### src/serial_link_cfg.svh
// Purpose: constants for the serial command front-end
// Assumes: 125 MHz system clock
// Notes: timing counts derive from the printed times
`ifndef SERIAL_LINK_CFG_SVH
`define SERIAL_LINK_CFG_SVH
`define CLK_HZ 125000000
`define BAUD_RATE 9600
`define BIT_CYC (`CLK_HZ / `BAUD_RATE)
`define DATA_BITS 7
`define CR_RUN 10
`define LISTEN_MS 100
`define LOG_CHAR_MS 8
`define LOG_STR_MS 200
`define WDOG_S 1
`define MS_CYC (`CLK_HZ / 1000)
`define CH_CR 7'h0d
`define CH_LF 7'h0a
`define CH_OK_O 7'h4f
`define CH_OK_K 7'h4b
`define CH_PLUS 7'h2b
`define CH_MINUS 7'h2d
`define CH_W 7'h57
`define CH_Z 7'h5a
`define CH_HW 7'h68
`define LOG_LEN 25
`endif

### src/serial_link_pkg.sv
// Purpose: types for the serial command front-end
// Assumes: nothing
// Notes: none
package serial_link_pkg;
	typedef logic [6:0] char_t;
	typedef struct packed {
		logic ok;
		char_t ch;
	} rx_char_s;
	typedef enum logic [1:0] {
		MODE_BOOT = 2'b00,
		MODE_LOG = 2'b01,
		MODE_SERIAL = 2'b10,
		MODE_LOAD = 2'b11
	} mode_e;
endpackage

### src/serial_command_link_frontend.sv
// Purpose: serial command front-end: line port, mode entry, echo, ack, watchdog
// Assumes: one clock, synchronous active-high reset
// Notes: command parsing is outside; it reports via cmd_* strobes
// What this block does
// - Line runs 9600 baud, 7 data bits, even parity, one stop bit.
// - No flow control; receive always, transmit whenever needed.
// - After reset send an identity banner then one hardware code letter.
// - With encoder present, listen about 100 ms for Z to enter firmware loading.
// - In logging mode, ten carriage returns in a row enter serial mode.
// - Entering by carriage returns sends OK.
// - Entering by carriage returns forces the watchdog on.
// - After reset return to the configured mode, even after carriage-return entry.
// - Logging mode streams a log character every 8 ms, string every 200 ms.
// - Log streaming never blocks carriage-return detection.
// - Serial default mode starts in serial mode and sends OK.
// - In serial mode echo each valid received character.
// - Send plus after a good command with no reply.
// - A query's reply stands in place of the plus.
// - Send minus after a malformed command.
// - Watchdog: one silent second stops motors and sends W.
// - During timeout keep working and resend W each second.
// - Any valid received character restarts the watchdog.
// - Otherwise watchdog enable follows the stored mode parameter.
// - Commands execute only on the terminating carriage return.
`timescale 1ns/1ps
`default_nettype none
`include "serial_link_cfg.svh"
module serial_command_link_frontend
	import serial_link_pkg::*;
#(
	parameter int unsigned MS_CYC = `MS_CYC,
	parameter int unsigned BIT_CYC = `BIT_CYC
) (
	input wire logic clk_sys, // System clock
	input wire logic reset, // Synchronous reset
	input wire logic rxd, // Line receive data
	output logic txd, // Line transmit data
	input wire logic serial_default, // Configured mode is serial
	input wire logic wdog_cfg_en, // Stored parameter enables watchdog
	input wire logic encoder_present, // Encoder module fitted
	input wire logic [6:0] log_char, // Current logging character
	output logic [4:0] log_index, // Logging character position
	output logic cmd_valid, // Received character valid (pulse)
	output logic [6:0] cmd_char, // Received command character
	output logic cmd_line_end, // Character was the terminating CR
	input wire logic cmd_ok, // Parser: good command, no reply
	input wire logic cmd_err, // Parser: bad command
	input wire logic reply_valid, // Parser reply character valid
	input wire logic [6:0] reply_char, // Parser reply character
	output logic reply_ready, // Reply character accepted
	output logic serial_mode, // In serial command mode
	output logic firmware_load_mode, // Encoder loader mode
	output logic motor_stop, // Motors halted by watchdog
	output logic wdog_active // Watchdog armed
);
	localparam int WD_CYC = `WDOG_S * 1000;
	localparam int BANNER_LEN = 6;
	function automatic logic par7(input char_t c);
		return ^c;
	endfunction
	// ************************************************
	// Receiver
	// ************************************************
	logic [1:0] rs_r, rs_nxt;
	logic [13:0] rcnt_r, rcnt_nxt;
	logic [3:0] rbit_r, rbit_nxt;
	logic [8:0] rsh_r, rsh_nxt;
	rx_char_s rxo_r, rxo_nxt;
	logic rx_stb_r, rx_stb_nxt;
	always_comb begin
		rs_nxt = rs_r; rcnt_nxt = rcnt_r; rbit_nxt = rbit_r; rsh_nxt = rsh_r;
		rxo_nxt = rxo_r; rx_stb_nxt = 1'b0;
		case (rs_r)
			2'd0: if (!rxd) begin
				rs_nxt = 2'd1; rcnt_nxt = 14'(BIT_CYC / 2); rbit_nxt = 4'h0;
			end
			2'd1: if (rcnt_r == 14'h0) begin
				rcnt_nxt = 14'(BIT_CYC - 1);
				if (rbit_r == 4'h0 && rxd) rs_nxt = 2'd0;
				else if (rbit_r == 4'h9) begin
					// Parity and stop checked; bad characters dropped
					// Eight bits shifted in from the top: data in [7:1], parity in [8]
					rxo_nxt.ch = rsh_r[7:1];
					rxo_nxt.ok = rxd && (par7(rsh_r[7:1]) == rsh_r[8]);
					rx_stb_nxt = 1'b1;
					rs_nxt = 2'd0;
				end else begin
					if (rbit_r != 4'h0) rsh_nxt = {rxd, rsh_r[8:1]};
					rbit_nxt = rbit_r + 4'h1;
				end
			end else rcnt_nxt = rcnt_r - 14'h1;
			default: rs_nxt = 2'd0;
		endcase
	end
	// ************************************************
	// Two-entry transmit buffer
	// ************************************************
	char_t buf_r [2], buf_nxt [2];
	logic [1:0] cnt_r, cnt_nxt;
	logic push;
	char_t push_ch;
	logic tx_take;
	logic buf_ready;
	assign buf_ready = cnt_r != 2'd2;
	always_comb begin
		buf_nxt = buf_r; cnt_nxt = cnt_r;
		if (tx_take && cnt_r != 2'd0) begin
			buf_nxt[0] = buf_r[1]; cnt_nxt = cnt_nxt - 2'd1;
		end
		if (push && buf_ready) begin
			buf_nxt[cnt_nxt[0]] = push_ch; cnt_nxt = cnt_nxt + 2'd1;
		end
	end
	// ************************************************
	// Transmitter
	// ************************************************
	logic [13:0] tcnt_r, tcnt_nxt;
	logic [3:0] tbit_r, tbit_nxt;
	logic [9:0] tsh_r, tsh_nxt;
	logic tbusy_r, tbusy_nxt;
	always_comb begin
		tcnt_nxt = tcnt_r; tbit_nxt = tbit_r; tsh_nxt = tsh_r; tbusy_nxt = tbusy_r;
		tx_take = 1'b0;
		if (!tbusy_r) begin
			if (cnt_r != 2'd0) begin
				// Start, 7 data, even parity, stop
				tsh_nxt = {1'b1, par7(buf_r[0]), buf_r[0], 1'b0};
				tbusy_nxt = 1'b1; tbit_nxt = 4'h0; tcnt_nxt = 14'(BIT_CYC - 1); tx_take = 1'b1;
			end
		end else if (tcnt_r == 14'h0) begin
			tcnt_nxt = 14'(BIT_CYC - 1);
			tsh_nxt = {1'b1, tsh_r[9:1]};
			tbit_nxt = tbit_r + 4'h1;
			if (tbit_r == 4'h9) tbusy_nxt = 1'b0;
		end else tcnt_nxt = tcnt_r - 14'h1;
	end
	// ************************************************
	// Mode control, message sources and watchdog
	// ************************************************
	mode_e mode_r, mode_nxt;
	logic [2:0] msg_r, msg_nxt; // Pending message: 0 none,1 OK,2 plus,3 minus,4 W
	logic [2:0] mpos_r, mpos_nxt;
	logic [3:0] crn_r, crn_nxt;
	logic [31:0] tick_r, tick_nxt;
	logic [10:0] ms_r, ms_nxt;
	logic [7:0] lms_r, lms_nxt;
	logic [4:0] lidx_r, lidx_nxt;
	logic wd_force_r, wd_force_nxt;
	logic stop_r, stop_nxt;
	logic [6:0] echo_r, echo_nxt;
	logic echo_p_r, echo_p_nxt;
	logic good;
	logic ms_tick;
	assign good = rx_stb_r && rxo_r.ok;
	assign ms_tick = tick_r == 32'(MS_CYC - 1);
	function automatic char_t banner(input logic [2:0] i);
		case (i)
			3'd0: return 7'h46; // Arbitrary identity text
			3'd1: return 7'h57;
			3'd2: return 7'h31;
			3'd3: return `CH_CR;
			3'd4: return `CH_LF;
			default: return `CH_HW; // Arbitrary hardware code
		endcase
	endfunction
	always_comb begin
		mode_nxt = mode_r; msg_nxt = msg_r; mpos_nxt = mpos_r; crn_nxt = crn_r;
		tick_nxt = ms_tick ? 32'h0 : tick_r + 32'h1;
		ms_nxt = ms_r; lms_nxt = lms_r; lidx_nxt = lidx_r;
		wd_force_nxt = wd_force_r; stop_nxt = stop_r;
		echo_nxt = echo_r; echo_p_nxt = echo_p_r;
		push = 1'b0; push_ch = 7'h00; reply_ready = 1'b0;
		if (ms_tick) ms_nxt = ms_r + 11'h1;
		if (mode_r == MODE_BOOT) begin
			// Banner, then optional listen window for Z
			if (mpos_r < 3'(BANNER_LEN)) begin
				push = 1'b1; push_ch = banner(mpos_r);
				if (buf_ready) begin
					mpos_nxt = mpos_r + 3'h1; ms_nxt = 11'h0;
				end
			end else if (encoder_present && good && rxo_r.ch == `CH_Z) begin
				mode_nxt = MODE_LOAD;
			end else if (!encoder_present || ms_r >= 11'(`LISTEN_MS)) begin
				// Configured mode restored at every reset
				mode_nxt = serial_default ? MODE_SERIAL : MODE_LOG;
				msg_nxt = serial_default ? 3'd1 : 3'd0;
				mpos_nxt = 3'h0; ms_nxt = 11'h0; lms_nxt = 8'h0; lidx_nxt = 5'h0;
			end
		end else if (mode_r == MODE_LOG) begin
			// Receiver watched independently of logging output
			if (good) crn_nxt = (rxo_r.ch == `CH_CR) ? crn_r + 4'h1 : 4'h0;
			if (crn_r == 4'(`CR_RUN)) begin
				mode_nxt = MODE_SERIAL; msg_nxt = 3'd1; mpos_nxt = 3'h0;
				wd_force_nxt = 1'b1;
				ms_nxt = 11'h0;
			end else begin
				if (ms_tick) lms_nxt = lms_r + 8'h1;
				if (lms_r >= 8'(`LOG_CHAR_MS) && buf_ready) begin
					// One character per 8 ms, string restarts every 200 ms
					push = 1'b1; push_ch = log_char; lms_nxt = 8'h0;
					lidx_nxt = (lidx_r == 5'(`LOG_LEN - 1)) ? 5'h0 : lidx_r + 5'h1;
				end
			end
		end else if (mode_r == MODE_SERIAL) begin
			if (good) begin
				echo_nxt = rxo_r.ch; echo_p_nxt = 1'b1;
				ms_nxt = 11'h0; stop_nxt = 1'b0;
			end
			if (cmd_ok && msg_r == 3'd0) msg_nxt = 3'd2;
			if (cmd_err && msg_r == 3'd0) msg_nxt = 3'd3;
			if (wdog_active && ms_r >= 11'(WD_CYC) && msg_r == 3'd0) begin
				// Stop and W, repeated every second
				stop_nxt = 1'b1; msg_nxt = 3'd4; ms_nxt = 11'h0;
			end
			if (echo_p_r) begin
				push = 1'b1; push_ch = echo_r;
				if (buf_ready) echo_p_nxt = good;
			end else if (msg_r != 3'd0) begin
				push = 1'b1;
				case (msg_r)
					3'd1: push_ch = (mpos_r == 3'h0) ? `CH_OK_O : `CH_OK_K;
					3'd2: push_ch = `CH_PLUS;
					3'd3: push_ch = `CH_MINUS;
					default: push_ch = `CH_W;
				endcase
				if (buf_ready) begin
					if (msg_r == 3'd1 && mpos_r == 3'h0) mpos_nxt = 3'h1;
					else begin
						msg_nxt = 3'd0; mpos_nxt = 3'h0;
					end
				end
			end else if (reply_valid) begin
				// Query reply stands as the acknowledgement
				push = 1'b1; push_ch = reply_char; reply_ready = buf_ready;
			end
		end
	end
	assign cmd_valid = mode_r == MODE_SERIAL && good;
	assign cmd_char = rxo_r.ch;
	assign cmd_line_end = rxo_r.ch == `CH_CR; // Parser executes on this
	assign serial_mode = mode_r == MODE_SERIAL;
	assign firmware_load_mode = mode_r == MODE_LOAD;
	assign motor_stop = stop_r;
	assign wdog_active = wd_force_r | wdog_cfg_en;
	assign log_index = lidx_r;
	assign txd = tbusy_r ? tsh_r[0] : 1'b1;
	always_ff @(posedge clk_sys) begin
		if (reset) begin
			rs_r <= 2'd0; rcnt_r <= 14'h0; rbit_r <= 4'h0; rsh_r <= 9'h0;
			rxo_r <= '0; rx_stb_r <= 1'b0;
			buf_r[0] <= 7'h00; buf_r[1] <= 7'h00; cnt_r <= 2'd0;
			tcnt_r <= 14'h0; tbit_r <= 4'h0; tsh_r <= 10'h3ff; tbusy_r <= 1'b0;
			mode_r <= MODE_BOOT; msg_r <= 3'd0; mpos_r <= 3'h0; crn_r <= 4'h0;
			tick_r <= 32'h0; ms_r <= 11'h0; lms_r <= 8'h0; lidx_r <= 5'h0;
			wd_force_r <= 1'b0; stop_r <= 1'b0; echo_r <= 7'h00; echo_p_r <= 1'b0;
		end else begin
			rs_r <= rs_nxt; rcnt_r <= rcnt_nxt; rbit_r <= rbit_nxt; rsh_r <= rsh_nxt;
			rxo_r <= rxo_nxt; rx_stb_r <= rx_stb_nxt;
			buf_r <= buf_nxt; cnt_r <= cnt_nxt;
			tcnt_r <= tcnt_nxt; tbit_r <= tbit_nxt; tsh_r <= tsh_nxt; tbusy_r <= tbusy_nxt;
			mode_r <= mode_nxt; msg_r <= msg_nxt; mpos_r <= mpos_nxt; crn_r <= crn_nxt;
			tick_r <= tick_nxt; ms_r <= ms_nxt; lms_r <= lms_nxt; lidx_r <= lidx_nxt;
			wd_force_r <= wd_force_nxt; stop_r <= stop_nxt; echo_r <= echo_nxt; echo_p_r <= echo_p_nxt;
		end
	end
endmodule
`default_nettype wire

### config.mk
export PLATFORM = sky130hd
export DESIGN_NAME = serial_command_link_frontend
export DESIGN_NICKNAME = d
export VERILOG_FILES = /design/src/serial_link_pkg.sv /design/src/serial_command_link_frontend.sv
export VERILOG_INCLUDE_DIRS = /design/src
export SDC_FILE = /design/constraint.sdc
export NUM_CORES = 1
export LEC_CHECK = 0
export ABC_AREA = 1
export BUFFER_PORTS_ARGS = -buffer_cell sky130_fd_sc_hd__buf_2
export CAP_MARGIN = 20
export CELL_PAD_IN_SITES_DETAIL_PLACEMENT = 1
export CELL_PAD_IN_SITES_GLOBAL_PLACEMENT = 2
export CORE_UTILIZATION = 37
export CTS_CLUSTER_SIZE = 30
export DETAILED_ROUTE_END_ITERATION = 8
export GPL_TIMING_DRIVEN = 0
export MAX_ROUTING_LAYER = met4
export PLACE_DENSITY_LB_ADDON = 0.1
export SKIP_LAST_GASP = 1
export SYNTH_ARGS = -nofsm -noshare
export SYNTH_HDL_FRONTEND = slang
export SYNTH_SLANG_ARGS = --single-unit
### constraint.sdc
create_clock -name clk_sys -period 3.3 [get_ports clk_sys]
set_input_delay 0.495 -clock clk_sys [delete_from_list [all_inputs] [get_ports clk_sys]]
set_output_delay 0.495 -clock clk_sys [all_outputs]
set_load 0.03 [all_outputs]
## Word level (Yosys, flattened, before mapping)

Cells that the tools add are included.
W data, S select, Z words.

- Output and inout bits: 20
- Logic and storage cells: 275
- Register bits after elaboration: 161
- Input bits: 23

- Eq/ne operators: 36
- Muxes and demuxes: 130
- $lt $le $gt $ge: 6
- Bitwise operators: 8
- Add/sub/neg operators: 12
- Reductions and logical operators: 57

Operator list:

| kind | count |
|---|---|
| $mux W11 | 11 |
| $mux W14 | 6 |
| $mux W3 | 26 |
| $mux W7 | 11 |
| $mux W8 | 8 |
| $mux W5 | 8 |
| $pmux W7 S5 | 1 |
| $add A32 B1 Y32 const B | 1 |
| $eq A32 B17 Y1 const B | 1 |
| $mux W4 | 8 |
| $mux W10 | 3 |
| $mux W1 | 29 |
| $logic_not A14 Y1 | 2 |
| $pmux W14 S2 | 1 |
| $sub A14 B1 Y14 const B | 2 |
| $mux W2 | 13 |
| $pmux W7 S3 | 1 |
| $ne A2 B2 Y1 const B | 8 |
| $reduce_and A4 Y1 | 4 |
| $logic_and A1 B1 Y1 | 15 |
| $reduce_and A5 Y1 | 3 |
| $reduce_bool A3 Y1 | 5 |
| $bwmux W14 | 1 |
| $reduce_bool A2 Y1 | 7 |
| 46 further kinds | 74 |

## Longest topological paths before layout

Gate-level depths: netlist (run 1).

- Depth after elaboration: 12
- Gate-level depth with buffers: 14

## Worst setup path after synthesis (run 1)

OpenSTA, ideal clock, no wires.

- Path kind: register to register
- Start: register rxo_r (netlist bit cmd_char[2])
- End: register crn_r[0]
- Required time: 3224 ps
- Path slack: 1315 ps
- Library setup time: 76 ps
- Buffers on the path: 0
- Stages on the path, launching flop included: 5
- Arrival time: 1909 ps
- Period minus slack after synthesis: 1985 ps
- Cell sequence: dfxtp_1 inv_1 nor4_1 o21ai_0 a21oi_1

- Longest elaborated chain between the ends: 2

Ends and longest elaborated chain:

| element | RTL line | RTL |
|---|---|---|
| start: declaration | serial_command_link_frontend.sv:68 | `rx_char_s rxo_r, rxo_nxt;` |
| start signal: assignment | serial_command_link_frontend.sv:258 | `rxo_r <= rxo_nxt; rx_stb_r <= rx_stb_nxt;` |
| $eq A7 B4 Y1 (no source line) | -- |  |
| named net cmd_line_end | serial_command_link_frontend.sv:45 | `output logic cmd_line_end,` |
| $mux W4 | serial_command_link_frontend.sv:191 | `` if (good) crn_nxt = (rxo_r.ch == `CH_CR) ? crn_r + 4'h1 : 4'h0; `` |
| end signal: assignment | serial_command_link_frontend.sv:261 | `mode_r <= mode_nxt; msg_r <= msg_nxt; mpos_r <= mpos_nxt; crn_r <= crn_nxt;` |
| end: declaration | serial_command_link_frontend.sv:143 | `logic [3:0] crn_r, crn_nxt;` |

The timed path passes the listed nets, and every way through them passes these cells.
A chain may end at the register's enable or synchronous reset.

## Final worst setup path (run 1)

- Start: register mode_r[1]
- End: output port cmd_valid

- Longest elaborated chain between the ends: 2

Ends and longest elaborated chain:

| element | RTL line | RTL |
|---|---|---|
| start: declaration | serial_command_link_frontend.sv:140 | `mode_e mode_r, mode_nxt;` |
| start signal: assignment | serial_command_link_frontend.sv:261 |  |
| $eq A2 B2 Y1 | serial_command_link_frontend.sv:238 | `assign cmd_valid = mode_r == MODE_SERIAL && good;` |
| $logic_and A1 B1 Y1 | serial_command_link_frontend.sv:238 |  |
| end: declaration | serial_command_link_frontend.sv:43 | `output logic cmd_valid,` |

No other way between the ends.

==> run metrics, run 1 <==
status finished, final reports clean; fraction of the yosys area taken by sequential cells 0.352; Setup Buffers After CTS 0; CTS tree built; cts repair resizes 0; Clk Latency, worst-skew pair 440 ps; leakage dissipation 0.00423 uW; CP max stage cell dfxtp_1; gr usage total 0.246; vias in the first global route 8909; leading area contributor after synthesis dfxtp_1; post-synthesis instance area 9000 sq um; cells after synthesis 1379; maximum clock insertion buffer count 2; Fmax 0.380 GHz; Max FO, Critical Path 10; antenna violations before repair 1; syn_area_per_cell 6.53 sq um; Final setup viols 0; largest net degree at the start of global routing 17; minimum clock period 2630 ps; core area 23700 sq um; H-tree lvl count 4; Slew @ Worst Pin 905 ps; First-pass DRT Iterations 4; hold_ws 391 ps; worst setup path class flip-flop to primary output; skew final 15.9 ps; Worst Setup End Kind primary output; Critical Path Max Stage Delay 310 ps; crit share post-route 0.797; DR iter-0 viols 378; Synth area leaders dfxtp_1, nand2_1, nor2_1; proportion of layout cells with a drive suffix above 1 0.0896; total gr overflow 0; PortBufs 40; number of synthesized flops with an enable pin 0; Synth Flop Type dfxtp_1; Synth top area share 0.352; arrival time worst endpoint 2130 ps; Boundary Pins 43; Layout area overhead 13.4%; total number of vias 8867; Slew headroom 0.397; Final Hold Viols 0; maxcap violations 0; Max VDD drop 0.000347 V; RSZ-0062 raised after global routing no; cts bufs inserted 17; Worst Hold Class input pin to flip-flop; gpl congestion 0.867; WL per Instance 16.0 microns; CP Launch Type flip-flop; Num Clock Sinks 158; Post-Route WL 28300 microns; yosys warns 0; nets 1485; # rows 56; die height 158 microns; TNS Setup 0 ps; DP HPWL 21800 microns; DRC 0; first-pass GRT wire length 46300 microns; Starting Density 0.380; die area 24900 sq um; CTS root buffer clkbuf_16; Syn Nets 1426; vias per cell 5.01; Detail Route Antenna Nets 0; Slew Viols, Final 0; CP Cell Sequence buf_4 > inv_1 > nor2_4 > inv_1 > nor2_2 > buf_2 > buf_2; fraction of registers with async set/reset 0; hold-fix buffer count after cts 0; Die Wd 158 microns; Synth cell types 46; Pwr Density 633 nW/um^2; Req. time, crit path 2800 ps; clk slew on worst S/H paths 80 ps; number of synthesized register bits 158
## final cells by class
class	count	area, sq um
inverters	166	623
plain buffers	38	195
flip-flops and latches	158	3160
multi-input cells	1017	5020
fillers	3205	13500
clock inverters	14	173
clock buffers	18	429
repair buffers	40	200
well taps	319	399
diodes	1	2.50
## synthesized netlist by cell type (2+ instances only)
cell,instances
nand2_1,346
nor2_1,198
inv_1,159
dfxtp_1,158
nand3_1,112
a21oi_1,103
o21ai_0,69
xor2_1,33
nand4_1,27
ha_1,24
nor3_1,18
clkbuf_1,16
xnor2_1,12
buf_2,9
buf_4,9
o211ai_1,8
or2_2,8
nor2_4,7
nor3b_1,7
a31oi_1,6
nand2_2,6
nor2_2,6
inv_2,5
nand3b_1,5
a211oi_1,3
buf_1,3
a221oi_1,2
clkinv_1,2
## metal layers
| layer | global-route usage | wire length [microns] | vias to the layer above |
|---|---|---|---|
| li1 | - | - | 4549 |
| met1 | 0.318 | 14200 | 4205 |
| met2 | 0.401 | 12900 | 86 |
| met3 | 0.0345 | 699 | 27 |
| met4 | 0.0673 | 465 | 0 |
| met5 | - | 0 | - |
## logic make-up after synthesis
family / count (synthesis) / synth area share
simple gates: 750 / 0.363
buf+inv: 204 / 0.0909
compound gates: 197 / 0.116
flops: 158 / 0.352
xor+xnor: 45 / 0.0438
fa+ha+maj: 24 / 0.0334
mux: 1 / 0.00111
## metrics by stage
stage	setup WS (ps)	util	cell area (sq um)	instances	power [uW]
2_1_floorplan	1310	-	9000	1379	3870
3_3_place_gp	979	0.405	9600	1738	4380
3_5_place_dp	960	0.405	9600	1738	4430
4_1_cts	669	0.431	10200	1770	6520
5_1_grt	557	0.431	10200	1771	6920
6_report	670	0.431	10200	1771	6460
## cells in the final DEF (no fill, tap or decap), drive strengths merged, types with 24 or more instances in the layout
cell / n
inv: 171
nor2: 212
nand3: 114
a21oi: 103
ha: 24
clkbuf: 34
xor2: 33
buf: 62
dfxtp: 158
nand2: 353
o21ai: 70
nand4: 27
## state kept, by name (all words and copies together) (netlist names), 2 cells and up, named ones only
signal and flops:
buf_r 7, cmd_char 7, cnt_r 2, crn_r 4, echo_r 7, lms_r 8
log_index 5, mode_r 2, mpos_r 3, ms_r 11, msg_r 3, rbit_r 4
rcnt_r 14, rsh_r 8, tbit_r 4, tcnt_r 14, tick_r 32, tsh_r 9
## final timing paths
check	to	depth (start not counted)	from	slack, ps
worst min register to register	tsh_r[0]	2	tsh_r[0]	460
worst max register to register	flip-flop	13	cnt_r[0]	970
worst min-delay path	rsh_r[8]	3	rxd	390
worst max-delay path	cmd_valid	7	mode_r[1]	670
## worst max-delay path: cells and delay by family (launching register included)
family | cells | cell delay [ps]
buffers and inverters | 5 | 930
AND/OR/NAND/NOR | 2 | 460
flip-flops | 1 | 310
## report_power, final
group | switching (uW) | total (uW) | leakage, uW | internal (uW)
logic | 1350 | 2060 | 0.00266 | 706
clock network | 938 | 2080 | 0.000289 | 1150
registers | 170 | 2320 | 0.00129 | 2150
total | 2460 | 6460 | 0.00423 | 4000
No activity file was read; power rests on OpenSTA's default activity.
==> inputs of run 2 (changes only) <==
--- a/config.mk
+++ b/config.mk
@@ -11,7 +11,7 @@
 export CAP_MARGIN = 20
 export CELL_PAD_IN_SITES_DETAIL_PLACEMENT = 1
 export CELL_PAD_IN_SITES_GLOBAL_PLACEMENT = 2
-export CORE_UTILIZATION = 37
+export CORE_UTILIZATION = 31
 export CTS_CLUSTER_SIZE = 30
 export DETAILED_ROUTE_END_ITERATION = 8
 export GPL_TIMING_DRIVEN = 0
==> constraint.sdc (replaced) <==
create_clock -name clk_sys -period 2.3 [get_ports clk_sys]
set_input_delay 0.345 -clock clk_sys [delete_from_list [all_inputs] [get_ports clk_sys]]
set_output_delay 0.345 -clock clk_sys [all_outputs]
set_load 0.03 [all_outputs]
==> run 2 against run 1 <==
Effect of this change: critical path depth stayed put; global-route usage is 2.9 points lower; register-to-register slack worse by 750 ps; sequential share of layout area is 0.51 points lower; first-iteration DRC count is 6.1% lower; design area is 1.7% higher; flip-flop and latch count stayed put; setup slack worse by 570 ps; via count is 0.85% higher.
==> run metrics, run 2 (same netlist as run 1, synthesis figures left out) <==
CP Launch Type flip-flop; Worst Hold Class input pin to flip-flop; arrival time worst endpoint 1860 ps; DR iter-0 viols 355; vias per cell 4.87; die area 29700 sq um; Seq. cell area 3160 sq um; Critical Path Max Stage Delay 310 ps; die height 172 microns; Placed Area 9680 sq um; area of the multi-input gates 5070 sq um; most frequent CP cell buf_4; diode count 0; largest net degree at the start of global routing 17; proportion of layout cells with a drive suffix above 1 0.0983; Max VDD drop 0.000487 V; Final setup viols 0; PortBufs 40; maxcap violations 0; Pwr Density 900 nW/um^2; Buf/Inv on CP 4; H-tree lvl count 4; antenna violations before repair 0; Clk Latency, worst-skew pair 440 ps; minimum clock period 2200 ps; final instance area 10400 sq um; DP HPWL 22500 microns; reg2reg start mode_r[0]; Boundary Pins 43; most common cell after layout, fill and taps aside nand2_1; core area 28600 sq um; maximum clock insertion buffer count 2; CTS root buffer clkbuf_16; # fillers 3647; vias in the first global route 8871; Worst Setup SP mode_r[1]; DRC 0; Slew @ Worst Pin 919 ps; worst setup path class flip-flop to primary output; status finished, final reports clean; total gr overflow 0; skew final 10.5 ps; Final Hold Viols 0; leakage dissipation 0.00426 uW; max reg flops 32; Post-Route WL 29700 microns; Worst Setup End Kind primary output; Starting Density 0.314; Slew Viols, Final 0; First-pass DRT Iterations 5; gr usage total 0.217; nets 1489; Largest Register tick_r; # rows 62; cts bufs inserted 17; CP Cell Sequence buf_4 > inv_1 > nor2_4 > buf_4 > nand4_1 > nor2_2 > clkbuf_4; hold_sp rxd; Max FO, Critical Path 9; Die Wd 172 microns; Slew headroom 0.388; total number of vias 8942; WL per Instance 16.2 microns; largest registers tick_r (32), rcnt_r (14), tcnt_r (14); Layout area overhead 15.3%; Num Clock Sinks 158; hold_ws 235 ps; Req. time, crit path 1960 ps; Detail Route Antenna Nets 0; clk slew on worst S/H paths 60 ps; gpl congestion 0.846; CTS tree built; CP max stage cell dfxtp_1; crit-path leading delay family buffers and inverters; Fmax 0.454 GHz; RSZ-0062 raised after global routing no; first-pass GRT wire length 47600 microns; most frequent cells in the layout nand2_1, nor2_1, inv_1, dfxtp_1, nand3_1; crit share post-route 0.958
==> run 2: cell types whose count changed in the layout (fill, tap and decap cells not counted), sizes merged <==
cell,before,now
inv,171,164
buf,62,65
clkbuf,34,37
clkinv,5,7
bufinv,2,3
clkinvlp,2,3
diode,1,0
==> run 2: final timing paths <==
kind	end	slack (ps)	depth (start not counted)
worst min register to register	tsh_r[0]	460	2
worst max register to register	flip-flop	220	11
worst min-delay path	rsh_r[8]	230	3
worst max-delay path	reply_ready	100	7
==> run 2: repair_timing <==
| action | in CTS | in global routing |
|---|---|---|
| gates resized for setup | 3 | 18 |
| setup endpoints to repair | 9 | 11 |
| setup buffers | 2 | 2 |
| pin swaps | 1 | 2 |
| hold buffers | 0 | 0 |
==> run 2: layout make-up <==
class	instances	share of cell area
Sequential cell	158	0.305
Inverter	166	0.0600
Multi-Input combinational cell	1017	0.489
Tap cell	384	0.0463
Timing Repair Buffer	44	0.0227
Buffer	38	0.0195
Clock inverter	11	0.0136
Clock buffer	20	0.0440
==> run 2: through the flow <==
stage,instances,total power [uW],util,setup TNS (ps),worst slack [ps]
finish,1838,9340,0.363,0,96.8
global route,1838,10000,0.363,0,1.29
CTS,1836,9420,0.360,-17.4,-17.4
detailed placement,1803,6370,0.338,-857,-165
global placement,1803,6330,0.338,-675,-147
floorplan,1379,5560,-,0,315
==> run 2: metal layers <==
metal	track usage	share of wire	vias to the layer above
li1	-	-	4545
met1	0.289	0.51	4282
met2	0.343	0.45	97
met3	0.0378	0.027	18
met4	0.0469	0.0086	0
met5	-	0	-
==> run 2: power by group <==
part	internal, uW	switching [uW]
clock network	1750	1230
logic	1050	1990
registers	3080	236
==> run 2: worst reg2reg max path: stages, from the launching register on <==
cell and delay (ps):
dfxtp_1 500, inv_2 110, nor2_4 150, nand2_2 130, o21ai_4 170, nand2_1 100
inv_1 100, ha_2 230, inv_1 70, buf_2 180, o21ai_0 180, inv_1 50
==> inputs of run 3 (changes only) <==
--- a/config.mk
+++ b/config.mk
@@ -6,12 +6,11 @@
 export SDC_FILE = /design/constraint.sdc
 export NUM_CORES = 1
 export LEC_CHECK = 0
-export ABC_AREA = 1
 export BUFFER_PORTS_ARGS = -buffer_cell sky130_fd_sc_hd__buf_2
 export CAP_MARGIN = 20
 export CELL_PAD_IN_SITES_DETAIL_PLACEMENT = 1
 export CELL_PAD_IN_SITES_GLOBAL_PLACEMENT = 2
-export CORE_UTILIZATION = 31
+export CORE_UTILIZATION = 34
 export CTS_CLUSTER_SIZE = 30
 export DETAILED_ROUTE_END_ITERATION = 8
 export GPL_TIMING_DRIVEN = 0
==> run 3 against run 2 <==
Effect of this change: routed wire length decreased by 15%; maximum frequency fell by 0.55%; largest power group unchanged; synthesized cell count decreased by 27%; flip-flop and latch count unchanged; via count is 16% lower; clock-buffer cell count shrank 2; synthesized area down 7.1%; global-route usage is 0.46 points lower; setup slack got worse by 12 ps; sequential share of layout area rose by 1.3 points; register-to-register slack worse by 140 ps.
==> run metrics, run 3 <==
status finished, final reports clean; DR iter-0 viols 281; Cells after DPL 1370; largest net degree at the start of global routing 20; most frequent cells in the layout dfxtp_1, nor2_1, nand2_1; Layout area overhead 19.1%; Largest Register tick_r; CP Cell Sequence nor4bb_2 > buf_2 > nor2_1 > o211ai_1 > buf_2 > nor2_1 > a311oi_1; Req. time, crit path 2620 ps; Fmax 0.451 GHz; Worst Hold Class input pin to flip-flop; reg2reg path depth 7; hold_sp serial_default; Die Wd 159 microns; hold-fix buffer count after cts 0; core area 24200 sq um; final std cells w/o fill 1419; reg2reg setup slack 80 ps; nets 1129; Syn Nets 1052; Slew @ Worst Pin 857 ps; worst setup path class flip-flop to flip-flop; hold path endpoint mode_r[1]; total gr overflow 0; most frequent cell after synthesis dfxtp_1; cts bufs inserted 17; die height 159 microns; Slew headroom 0.428; Synth Flop Type dfxtp_1; post-synthesis instance area 8360 sq um; Boundary Pins 43; TNS Setup 0 ps; clk slew on worst S/H paths 60 ps; vias per cell 5.31; CTS root buffer clkbuf_16; CTS tree built; maximum clock insertion buffer count 2; Synth top area share 0.378; Post-Route WL 25300 microns; minimum clock period 2220 ps; max reg flops 32; WL per Instance 17.9 microns; number of synthesized flops with an enable pin 0; skew final 11.8 ps; total number of vias 7533; First-pass DRT Iterations 5; proportion of layout cells with a drive suffix above 1 0.159; fraction of the yosys area taken by sequential cells 0.378; Clk Latency, worst-skew pair 430 ps; antenna violations before repair 0; gr usage total 0.213; Synth top cells by count dfxtp_1, nor2_1, nand2_1; Slew Viols, Final 0; most common cell after layout, fill and taps aside dfxtp_1; Synth cell types 71; diode count 0; number of synthesized register bits 158; yosys warns 0; die area 25200 sq um; DRC 0; crit share post-route 0.963; CP max stage cell nor4bb_2; Num Clock Sinks 158; Max FO, Critical Path 10; Worst Setup End Kind flip-flop; syn_area_per_cell 8.32 sq um; vias in the first global route 7613; DP HPWL 18400 microns; leading area contributor after synthesis dfxtp_1; Placed Area 8970 sq um; Starting Density 0.345; post-layout util 0.411; arrival time worst endpoint 2540 ps; Hold Crit Depth 3; reg2reg start mpos_r[1]; cells after synthesis 1005; Max VDD drop 0.000376 V; RSZ-0062 raised after global routing yes; Pwr Density 911 nW/um^2; # rows 57; Final setup viols 0; final instance area 9950 sq um; CP Launch Type flip-flop; # fillers 2929; gpl congestion 0.786; Detail Route Antenna Nets 0; leakage dissipation 0.00354 uW; H-tree lvl count 4; Synth area leaders dfxtp_1, nor2_1, xnor2_1; largest registers tick_r (32), rcnt_r (14), tcnt_r (14); Final Hold Viols 0; first-pass GRT wire length 41400 microns; maxcap violations 0; fraction of registers with async set/reset 0; hold_ws 240 ps; PortBufs 40; R2R Path End buf_r[12]; Critical Path Max Stage Delay 540 ps
run 3: cell types whose count changed in the layout (fill, tap and decap cells not counted), moves of 21 or more:
cell and change:
nor2_1 -68, nand2_1 -267, mux2i_1 +26, o21ai_0 -27, inv_1 -119, a21oi_1 -44, nor4_1 +21, nand3_1 -78
xnor2_1 +36
run 3: worst max-delay path: cells and delay by family (launching register included):
kind            cells  cell delay (ps)
simple gates        3              690
buf+inv             2              520
flops               1              490
compound gates      2              410
run 3: logic make-up after synthesis:
logic type	share of synthesized area
AND/OR/NAND/NOR	0.259
adder cells (fa/ha/maj)	0.0359
flip-flops	0.378
buffers and inverters	0.0479
XOR/XNOR	0.0650
multiplexers	0.0431
AO/OA/AOI/OAI	0.171
run 3: timing repair:
action,in CTS,in global routing
setup buffers,9,12
setup endpoints to repair,112,104
endpoints found under the hold margin,0,0
pin swaps,9,9
gates resized for setup,39,24
run 3: how the worst max path moves through the flow:
stage / start / to / slack, ps / depth (start not counted)
floorplan: rcnt_r[0] / rbit_r[2] / 30 / 7
global placement: mode_r[0] / flip-flop / -620 / 8
detailed placement: tick_r[19] / tick_r[15] / -600 / 9
CTS: cnt_r[0] / buf_r[12] / 2 / 7
global route: mode_r[0] / flip-flop / -40 / 8
finish: mpos_r[1] / buf_r[12] / 80 / 7
run 3: routing by layer:
layer	vias up	global-route usage	wire length [microns]
met5	-	-	0
met4	0	0.0569	347
met3	23	0.0329	493
met2	77	0.336	11700
met1	3645	0.281	12800
li1	3788	-	-
run 3: stage by stage:
step	worst slack, ps	power [uW]
final	84.5	9070
after global routing	-38.9	9620
after CTS	1.67	9110
after detailed placement	-603	6010
after global placement	-623	5990
after floorplan	30.8	5280
run 3: where the power goes:
| group | switching (uW) | internal, uW | leakage (uW) |
|---|---|---|---|
| logic | 1550 | 1170 | 0.00196 |
| clock network | 1270 | 1730 | 0.000294 |
| registers | 295 | 3050 | 0.00129 |
run 3: layout make-up:
type                            count  area [sq um]  share of cell area
Inverter                           42           160              0.0161
Multi-Input combinational cell    749          4970               0.499
Buffer                             51           254              0.0255
Sequential cell                   158          3170               0.318
Timing Repair Buffer               63           393              0.0395
Clock buffer                       18           429              0.0431
Tap cell                          324           405              0.0407
Clock inverter                     14           179              0.0180
